## src/eid_consts.svh

```systemverilog
`ifndef EID_CONSTS_SVH
`define EID_CONSTS_SVH

// register map, byte addresses on the 12-bit register port
`define EID_ADDR_W 12
`define EID_ADDR_ENABLES 12'hF77
`define EID_ADDR_CTL1 12'hFD8
`define EID_ADDR_LEVELS 12'hFE0
`define EID_ADDR_PENDING 12'hFE1

// field layout
`define EID_NUM_CH 6
`define EID_CTL_SAMPLE_LSB 0
`define EID_CTL_SAMPLE_MSB 1
`define EID_CTL_EDGE_LSB 2
`define EID_CTL_EDGE_MSB 3
`define EID_CTL_LEVEL_BIT 4
`define EID_CHAN_CFG 1

// reset values
`define EID_RESET_BYTE 8'h00
`define EID_RESET_ENABLES 6'h00
`define EID_RESET_FIELD 2'h0

// sample divider terminal counts (divide by 1, 4, 8, 16)
`define EID_DIV_LAST_1 4'h0
`define EID_DIV_LAST_4 4'h3
`define EID_DIV_LAST_8 4'h7
`define EID_DIV_LAST_16 4'hF
// low-frequency clock divided by four in low-speed modes
`define EID_LF_LAST 2'h3
// agreeing samples needed before the filter passes a new level
`define EID_FILT_LEN 3

`endif

```

## src/eid_pkg.sv

```systemverilog
package eid_pkg;

  // trigger condition on the filtered signal
  typedef enum logic [1:0] {
    EID_EDGE_RISE = 2'h0,
    EID_EDGE_FALL = 2'h1,
    EID_EDGE_BOTH = 2'h2,
    EID_EDGE_RSVD = 2'h3
  } eid_edge_type;

  // sample interval in full-speed modes
  typedef enum logic [1:0] {
    EID_SAMPLE_DIV1 = 2'h0,
    EID_SAMPLE_DIV4 = 2'h1,
    EID_SAMPLE_DIV8 = 2'h2,
    EID_SAMPLE_DIV16 = 2'h3
  } eid_sample_type;

endpackage : eid_pkg

```

## src/eid_chan_if.sv

```systemverilog
interface eid_chan_if;
  import eid_pkg::*;

  // steering from the register side
  logic enable;
  logic low_speed;
  logic lf_tick;
  eid_sample_type sample_sel;
  eid_edge_type edge_sel;
  logic pin;
  // results from the channel
  logic filt_level;
  logic set_pulse;

  modport ctl (
    output enable, low_speed, lf_tick, sample_sel, edge_sel, pin,
    input filt_level, set_pulse
  );

  modport chan (
    input enable, low_speed, lf_tick, sample_sel, edge_sel, pin,
    output filt_level, set_pulse
  );

endinterface : eid_chan_if

```

## src/eid_channel.sv

```systemverilog
`include "eid_consts.svh"

module eid_channel
  import eid_pkg::*;
#(
  parameter int FILT_LEN = `EID_FILT_LEN
) (
  // clock and reset
  input wire logic clk,
  input wire logic rst_b,
  // link to the register side
  eid_chan_if.chan ch
);

  localparam int RUN_W = (FILT_LEN > 2) ? $clog2(FILT_LEN) : 1;

  logic [3:0] div_cnt_q;
  logic [1:0] lf_cnt_q;
  logic [3:0] div_last;
  logic sample_tick;
  logic [RUN_W-1:0] run_cnt_q;
  logic filt_q;
  logic filt_prev_q;
  logic set_q;
  logic rise;
  logic fall;

  // terminal count of the full-speed divider
  always_comb begin
    unique case (ch.sample_sel)
      EID_SAMPLE_DIV1: div_last = `EID_DIV_LAST_1;
      EID_SAMPLE_DIV4: div_last = `EID_DIV_LAST_4;
      EID_SAMPLE_DIV8: div_last = `EID_DIV_LAST_8;
      EID_SAMPLE_DIV16: div_last = `EID_DIV_LAST_16;
    endcase
  end

  // low-speed modes ignore the interval select
  assign sample_tick = ch.low_speed ? (ch.lf_tick && lf_cnt_q == `EID_LF_LAST)
                                    : (div_cnt_q >= div_last);

  // a disabled channel is held cleared, standing in for its stopped clock
  always_ff @(posedge clk or negedge rst_b) begin
    if (!rst_b) begin
      div_cnt_q <= 4'h0;
    end else if (!ch.enable || ch.low_speed || sample_tick) begin
      div_cnt_q <= 4'h0;
    end else begin
      div_cnt_q <= div_cnt_q + 4'h1;
    end
  end

  // quarter-rate counter on low-frequency clock edges
  always_ff @(posedge clk or negedge rst_b) begin
    if (!rst_b) begin
      lf_cnt_q <= 2'h0;
    end else if (!ch.enable) begin
      lf_cnt_q <= 2'h0;
    end else if (ch.lf_tick) begin
      lf_cnt_q <= lf_cnt_q + 2'h1;
    end
  end

  // noise canceller: a new level must survive FILT_LEN samples in a row
  always_ff @(posedge clk or negedge rst_b) begin
    if (!rst_b) begin
      run_cnt_q <= '0;
      filt_q <= 1'b0;
    end else if (!ch.enable) begin
      run_cnt_q <= '0;
      filt_q <= 1'b0;
    end else if (sample_tick) begin
      if (ch.pin == filt_q) begin
        run_cnt_q <= '0;
      end else if (run_cnt_q == RUN_W'(FILT_LEN - 1)) begin
        run_cnt_q <= '0;
        filt_q <= ch.pin;
      end else begin
        run_cnt_q <= run_cnt_q + RUN_W'(1);
      end
    end
  end

  // edges only ever come from the filtered level
  assign rise = filt_q && !filt_prev_q;
  assign fall = !filt_q && filt_prev_q;

  // one-cycle set pulse toward the interrupt latch
  always_ff @(posedge clk or negedge rst_b) begin
    if (!rst_b) begin
      filt_prev_q <= 1'b0;
      set_q <= 1'b0;
    end else begin
      filt_prev_q <= filt_q;
      unique case (ch.edge_sel)
        EID_EDGE_RISE: set_q <= ch.enable && rise;
        EID_EDGE_FALL: set_q <= ch.enable && fall;
        EID_EDGE_BOTH: set_q <= ch.enable && (rise || fall);
        EID_EDGE_RSVD: set_q <= 1'b0; // reserved code never triggers
      endcase
    end
  end

  assign ch.filt_level = filt_q;
  assign ch.set_pulse = set_q;
endmodule : eid_channel

```

## src/eid_top.sv

```systemverilog
// Notes on behaviour
// - filter each pin, then raise selected changes
// - canceller feeds edge detector; never raw pin
// - enable register: six channel enables, reset zero
// - disabled channel stops, drops its control settings
// - enable register bits 7:6 read zero
// - control: interval 1:0, edge 3:2, level 4
// - control register bits 7:5 read zero
// - edge codes rise, fall, both; 11 reserved
// - level flag holds filtered level at request
// - full speed samples at clock/1,4,8,16
// - low speed samples at low clock/4
// - latch holds until accepted or cleared
`include "eid_consts.svh"

module eid_top
  import eid_pkg::*;
#(
  parameter int NUM_CH = `EID_NUM_CH,
  parameter int FILT_LEN = `EID_FILT_LEN
) (
  // clock and reset
  input wire logic clk,
  input wire logic rst_b,
  // register port
  input wire logic [`EID_ADDR_W-1:0] bus_addr,
  input wire logic [7:0] bus_wdata,
  input wire logic bus_wr,
  input wire logic bus_rd,
  output logic [7:0] bus_rdata,
  // external interrupt pins and clocking state
  input wire logic [NUM_CH-1:0] irq_pin,
  input wire logic low_freq_clock,
  input wire logic low_speed_mode,
  // interrupt latch toward the cpu
  input wire logic [NUM_CH-1:0] irq_accept,
  input wire logic [NUM_CH-1:0] irq_clear,
  output logic [NUM_CH-1:0] interrupt_latch,
  output logic [NUM_CH-1:0] irq_set_pulse
);

  logic [NUM_CH-1:0] en_q;
  eid_sample_type sample_q;
  eid_edge_type edge_q;
  logic level_q;
  logic lf_prev_q;
  logic lf_tick;
  logic [NUM_CH-1:0] latch_q;
  logic [NUM_CH-1:0] set_w;
  logic [NUM_CH-1:0] filt_w;
  logic [NUM_CH-1:0] keep_w;
  logic [7:0] rdata_q;
  logic [7:0] rd_mux;
  logic wr_enables;
  logic wr_ctl;

  // address decode for writes
  assign wr_enables = bus_wr && bus_addr == `EID_ADDR_ENABLES;
  assign wr_ctl = bus_wr && bus_addr == `EID_ADDR_CTL1;

  // channel enables, the only gate on each channel
  always_ff @(posedge clk or negedge rst_b) begin
    if (!rst_b) begin
      en_q <= `EID_RESET_ENABLES;
    end else if (wr_enables) begin
      en_q <= bus_wdata[NUM_CH-1:0];
    end
  end

  // channel 1 control; nothing is kept while the channel is off
  always_ff @(posedge clk or negedge rst_b) begin
    if (!rst_b) begin
      sample_q <= EID_SAMPLE_DIV1;
      edge_q <= EID_EDGE_RISE;
    end else if (!en_q[`EID_CHAN_CFG]) begin
      sample_q <= EID_SAMPLE_DIV1;
      edge_q <= EID_EDGE_RISE;
    end else if (wr_ctl) begin
      sample_q <= eid_sample_type'(bus_wdata[`EID_CTL_SAMPLE_MSB:`EID_CTL_SAMPLE_LSB]);
      edge_q <= eid_edge_type'(bus_wdata[`EID_CTL_EDGE_MSB:`EID_CTL_EDGE_LSB]);
    end
  end

  // filtered level captured when channel 1 raises a request
  always_ff @(posedge clk or negedge rst_b) begin
    if (!rst_b) begin
      level_q <= 1'b0;
    end else if (!en_q[`EID_CHAN_CFG]) begin
      level_q <= 1'b0;
    end else if (set_w[`EID_CHAN_CFG]) begin
      level_q <= filt_w[`EID_CHAN_CFG];
    end
  end

  // low-frequency clock is a synchronous input; its rising edge is a tick
  always_ff @(posedge clk or negedge rst_b) begin
    if (!rst_b) begin
      lf_prev_q <= 1'b0;
    end else begin
      lf_prev_q <= low_freq_clock;
    end
  end

  assign lf_tick = low_freq_clock && !lf_prev_q;

  // one filter and detector per pin
  eid_chan_if ch_if[NUM_CH] ();

  for (genvar g = 0; g < NUM_CH; g++) begin : g_chan
    assign ch_if[g].enable = en_q[g];
    assign ch_if[g].low_speed = low_speed_mode;
    assign ch_if[g].lf_tick = lf_tick;
    assign ch_if[g].pin = irq_pin[g];
    // only channel 1 has a control register here; the rest run at reset settings
    if (g == `EID_CHAN_CFG) begin : g_cfg
      assign ch_if[g].sample_sel = sample_q;
      assign ch_if[g].edge_sel = edge_q;
    end else begin : g_fixed
      assign ch_if[g].sample_sel = EID_SAMPLE_DIV1;
      assign ch_if[g].edge_sel = EID_EDGE_RISE;
    end
    assign set_w[g] = ch_if[g].set_pulse;
    assign filt_w[g] = ch_if[g].filt_level;

    eid_channel #(
      .FILT_LEN(FILT_LEN)
    ) u_chan (
      .clk(clk),
      .rst_b(rst_b),
      .ch(ch_if[g])
    );
  end

  assign irq_set_pulse = set_w;

  // interrupt latch: a set in the clearing cycle is kept
  assign keep_w = latch_q & ~(irq_accept | irq_clear);

  always_ff @(posedge clk or negedge rst_b) begin
    if (!rst_b) begin
      latch_q <= '0;
    end else begin
      latch_q <= keep_w | set_w;
    end
  end

  assign interrupt_latch = latch_q;

  // read mux; unused and unmapped bits read as zero
  always_comb begin
    rd_mux = `EID_RESET_BYTE;
    unique case (bus_addr)
      `EID_ADDR_ENABLES: rd_mux[NUM_CH-1:0] = en_q;
      `EID_ADDR_CTL1: begin
        rd_mux[`EID_CTL_SAMPLE_MSB:`EID_CTL_SAMPLE_LSB] = sample_q;
        rd_mux[`EID_CTL_EDGE_MSB:`EID_CTL_EDGE_LSB] = edge_q;
        rd_mux[`EID_CTL_LEVEL_BIT] = level_q;
      end
      `EID_ADDR_LEVELS: rd_mux[NUM_CH-1:0] = filt_w;
      `EID_ADDR_PENDING: rd_mux[NUM_CH-1:0] = latch_q;
      default: rd_mux = `EID_RESET_BYTE;
    endcase
  end

  // read data stand for exactly the cycle after the strobe
  always_ff @(posedge clk or negedge rst_b) begin
    if (!rst_b) begin
      rdata_q <= `EID_RESET_BYTE;
    end else if (bus_rd) begin
      rdata_q <= rd_mux;
    end else begin
      rdata_q <= `EID_RESET_BYTE;
    end
  end

  assign bus_rdata = rdata_q;
endmodule : eid_top

```

## config.mk

```make
export PLATFORM = sky130hd
export DESIGN_NAME = eid_top
export DESIGN_NICKNAME = d
export VERILOG_FILES = /design/src/eid_pkg.sv /design/src/eid_chan_if.sv /design/src/eid_channel.sv /design/src/eid_top.sv
export VERILOG_INCLUDE_DIRS = /design/src /design/src/src
export SDC_FILE = /design/constraint.sdc
export NUM_CORES = 1
export LEC_CHECK = 0
export BUFFER_PORTS_ARGS = -buffer_cell sky130_fd_sc_hd__buf_2
export CORE_ASPECT_RATIO = 1.5
export CORE_MARGIN = 3
export CORE_UTILIZATION = 35
export DETAILED_ROUTE_END_ITERATION = 10
export MAX_ROUTING_LAYER = met4
export PLACE_DENSITY_LB_ADDON = 0.3
export SKIP_CTS_REPAIR_TIMING = 1
export SLEW_MARGIN = 20
export SYNTH_ARGS = -nofsm -noshare
export SYNTH_HDL_FRONTEND = slang
export SYNTH_SLANG_ARGS = --single-unit
export TNS_END_PERCENT = 20
```

## constraint.sdc

```tcl
create_clock -name clk -period 2.6 [get_ports clk]
set_input_delay 0 -clock clk [delete_from_list [all_inputs] [get_ports clk]]
set_output_delay 0 -clock clk [all_outputs]
set_load 0.01 [all_outputs]
```

==> results by group <==
Finish
  • Fin nets: 473
  • Final Cell Area: 0.00450 mm2
  • Ant. Diodes: 0
  • FILL cells: 895
  • P&R area growth vs syn: 27.9%
  • Share of cells above drive strength 1: 0.239

Placed design
  • Pre-CTS WS: 0.355 ns
  • GP Congestion: 0.755
  • Port Buf Inserts: 59
  • HPWL Detailed: 5.61 mm
  • Cell Area, Placed: 0.00389 mm2

Synth
  • Mean post-synth cell area: 10.8 um2
  • Flop and latch count out of synthesis: 70
  • Yosys top cell area share: 0.498
  • Synthesized area: 0.00352 mm2
  • Top cells by area, synth: dfrtp_1 50%, ha_1 5.7%, nand2_1 3.8%
  • Most frequent cells after synthesis: 70 x dfrtp_1, 36 x nand2_1, 22 x inv_1
  • Ys flop type: dfrtp_1
  • Synthesis Warnings: 0
  • Most numerous cell in the Yosys netlist: dfrtp_1
  • Unique masters post-synth: 60
  • Sequential element share of the synthesized area: 0.498
  • Cell count after synthesis: 326
  • Post-synth ARST share: 1.00
  • EDFF count, synth: 0
  • Leading area contributor after synthesis: dfrtp_1

Timing
  • Final Slew Violations: 0
  • Worst hold margin: 0.0442 ns
  • # setup viols final: 0
  • Final Hold Fails: 0
  • Slew headroom: 0.485
  • Fmax: 439 MHz
  • Worst-Margin Slew: 0.773 ns
  • Crit share post-route: 0.876
  • Minimum clock period: 2.28 ns
  • Skew final: 0.00418 ns
  • Setup TNS: 0 ns
  • RSZ-0062 raised after global routing: false
  • Final worst slack: 0.322 ns

Drt
  • First-pass DRT Iterations: 4
  • WL/cell: 15.0 um
  • Vias: 2636
  • Post-Route WL: 7.97 mm
  • Remaining DRCs: 0
  • Starting DRC count in detailed routing: 120
  • Vias/cell: 4.95
  • Post-DRT Antenna Nets: 0

Critical path
  • R2R setup slack: 0.32 ns
  • CP Max Fanout: 5
  • Crit path DAT: 2.49 ns
  • Critical Path, Cell by Cell: or2_2 > ha_1 > nand2b_1 > a211oi_1 > o31a_1 > mux2_2
  • Crit path largest cell delay: 0.42 ns
  • CP startpoint: ch_if[1].sample_sel[1]
  • Worst r2r dst: g_chan[1].u_chan.run_cnt_q[1]
  • Critical Path RT: 2.82 ns
  • Reg-to-Reg Start: ch_if[1].sample_sel[1]
  • CP endpoint kind: register
  • Worst setup path class: reg2reg
  • Sum of buffers and inverters on the critical path: 0
  • Worst reg-to-reg path cell count: 6
  • CP max stage cell: dfrtp_1
  • Worst setup SP type: register
  • Delay-heaviest family, CP: compound AO/OA/AOI/OAI gates

Clocking
  • Clock Pin Slew Worst Setup and Hold Paths: 0.05 ns
  • CTS Buf Count: 9
  • Max Root-Sink Buffers: 2
  • CTS sink cnt: 70
  • CTS tree: yes
  • CTS H-Tree Depth: 3
  • CTS root buf: clkbuf_16
  • Worst skew pair latency: 0.33 ns

Hold path
  • HP Class: in2reg
  • Hold Crit Depth: 3
  • Worst Hold Launch: bus_addr[3]
  • WHS Endpoint: bus_rdata[5]

Power and ir drop
  • Power Dens Cells: 576 mW/mm2
  • Tot Pwr: 2590 uW
  • VDD IR-drop max: 0.303 mV
  • Pleak: 0.00211 uW

Die
  • Starting Density: 0.361
  • I/O pin total: 64
  • FP Rows: 44
  • Die Wd: 87.9 um
  • Die ar.: 0.0113 mm2
  • Core area: 0.00974 mm2
  • Die height: 129 um

GRT
  • Gr usage total: 0.147
  • Initial antenna violation count: 0
  • Largest net degree at the start of global routing: 39
  • Gr ovfl total: 0
  • First-pass GRT wire length: 12.2 mm
  • Vias in the first global route: 2495

Flow run
  • MaxCap Viol Count: 0

Status
  • Outcome: finished clean
## stage by stage
step                      cells  utilization
after floorplan             327            -
after global placement      490        0.400
after detailed placement    490        0.400
after CTS                   506        0.434
after global routing        533        0.462
final                       533        0.462
## how the worst max path moves through the flow
| stage | end | slack [ns] | cells after the start |
|---|---|---|---|
| after floorplan | g_chan[1].u_chan.run_cnt_q[1] | 0.53 | 6 |
| after global placement | g_chan[1].u_chan.run_cnt_q[1] | 0.42 | 6 |
| after detailed placement | g_chan[1].u_chan.run_cnt_q[1] | 0.35 | 6 |
| after CTS | g_chan[1].u_chan.run_cnt_q[1] | 0.34 | 6 |
| after global routing | g_chan[1].u_chan.run_cnt_q[1] | 0.23 | 6 |
| final | g_chan[1].u_chan.run_cnt_q[1] | 0.32 | 6 |
## cell type report
type / instances / area [um2] / area share
Clock buffer: 13 / 270 / 0.0601
Clock inverter: 3 / 65.1 / 0.0145
Inverter: 23 / 86.3 / 0.0192
Multi-Input combinational cell: 221 / 1590 / 0.353
Sequential cell: 70 / 1750 / 0.389
Tap cell: 115 / 144 / 0.0320
Timing Repair Buffer: 88 / 593 / 0.132
## metal layers
metal / share of wire / wire length, um / GRT usage / up-vias
li1: - / - / - / 1306
met4: 0.022 / 177 / 0.0569 / 0
met5: 0 / 0 / - / -
met2: 0.53 / 4250 / 0.250 / 57
met3: 0.037 / 295 / 0.0365 / 10
met1: 0.41 / 3250 / 0.162 / 1263
## sequential cells by signal (all words and copies together) (netlist names)
signal	flops
g_chan.u_chan.lf_cnt_q	12
interrupt_latch	6
g_chan.u_chan.ch.filt_level	6
g_chan.u_chan.filt_prev_q	6
en_q	6
ch_if.edge_sel	2
g_chan.u_chan.div_cnt_q	4
bus_rdata	6
ch_if.sample_sel	2
level_q	1
g_chan.u_chan.ch.set_pulse	6
g_chan.u_chan.run_cnt_q	12
lf_prev_q	1
## worst reg2reg max path: cells and delay by family, from the launching register on
family	cells	cell delay [ns]
compound gates	2	0.65
simple gates	2	0.47
mux	1	0.34
flops	1	0.42
fa+ha+maj	1	0.29
## kinds of logic (layout without fill, tap and decap cells)
group | count (synthesis) | count (layout) | synth area share
XOR/XNOR | 14 | 14 | 0.0349
AO/OA/AOI/OAI | 57 | 57 | 0.119
adder cells (fa/ha/maj) | 16 | 16 | 0.0569
other | 1 | 2 | 0.00107
buffers and inverters | 36 | 127 | 0.0516
AND/OR/NAND/NOR | 116 | 116 | 0.189
multiplexers | 16 | 16 | 0.0494
flip-flops | 70 | 70 | 0.498
## layout by cell type (no fill, tap or decap), drive strengths merged, types with 3 or more instances in the layout
master	n
dlygate4sd3	27
and2	6
ha	16
nand3b	4
o22ai	3
a22o	4
a21o	4
inv	23
nand2b	5
xnor2	13
dfrtp	70
o21a	3
nor4b	6
nor4	3
mux2	11
nor3	4
nor2b	6
nand2	36
clkbuf	13
buf	61
a32oi	3
o21ai	5
a21boi	11
nand3	12
o31a	3
a21oi	10
mux2i	5
nor2	20
## report_power, final
group	switching [uW]	internal, uW	total (uW)
Clock	441	916	1360
Sequential	1.91	1090	1090
Combinational	76.9	65.3	142
Total	520	2070	2590
No activity file was read; power rests on OpenSTA's default activity.
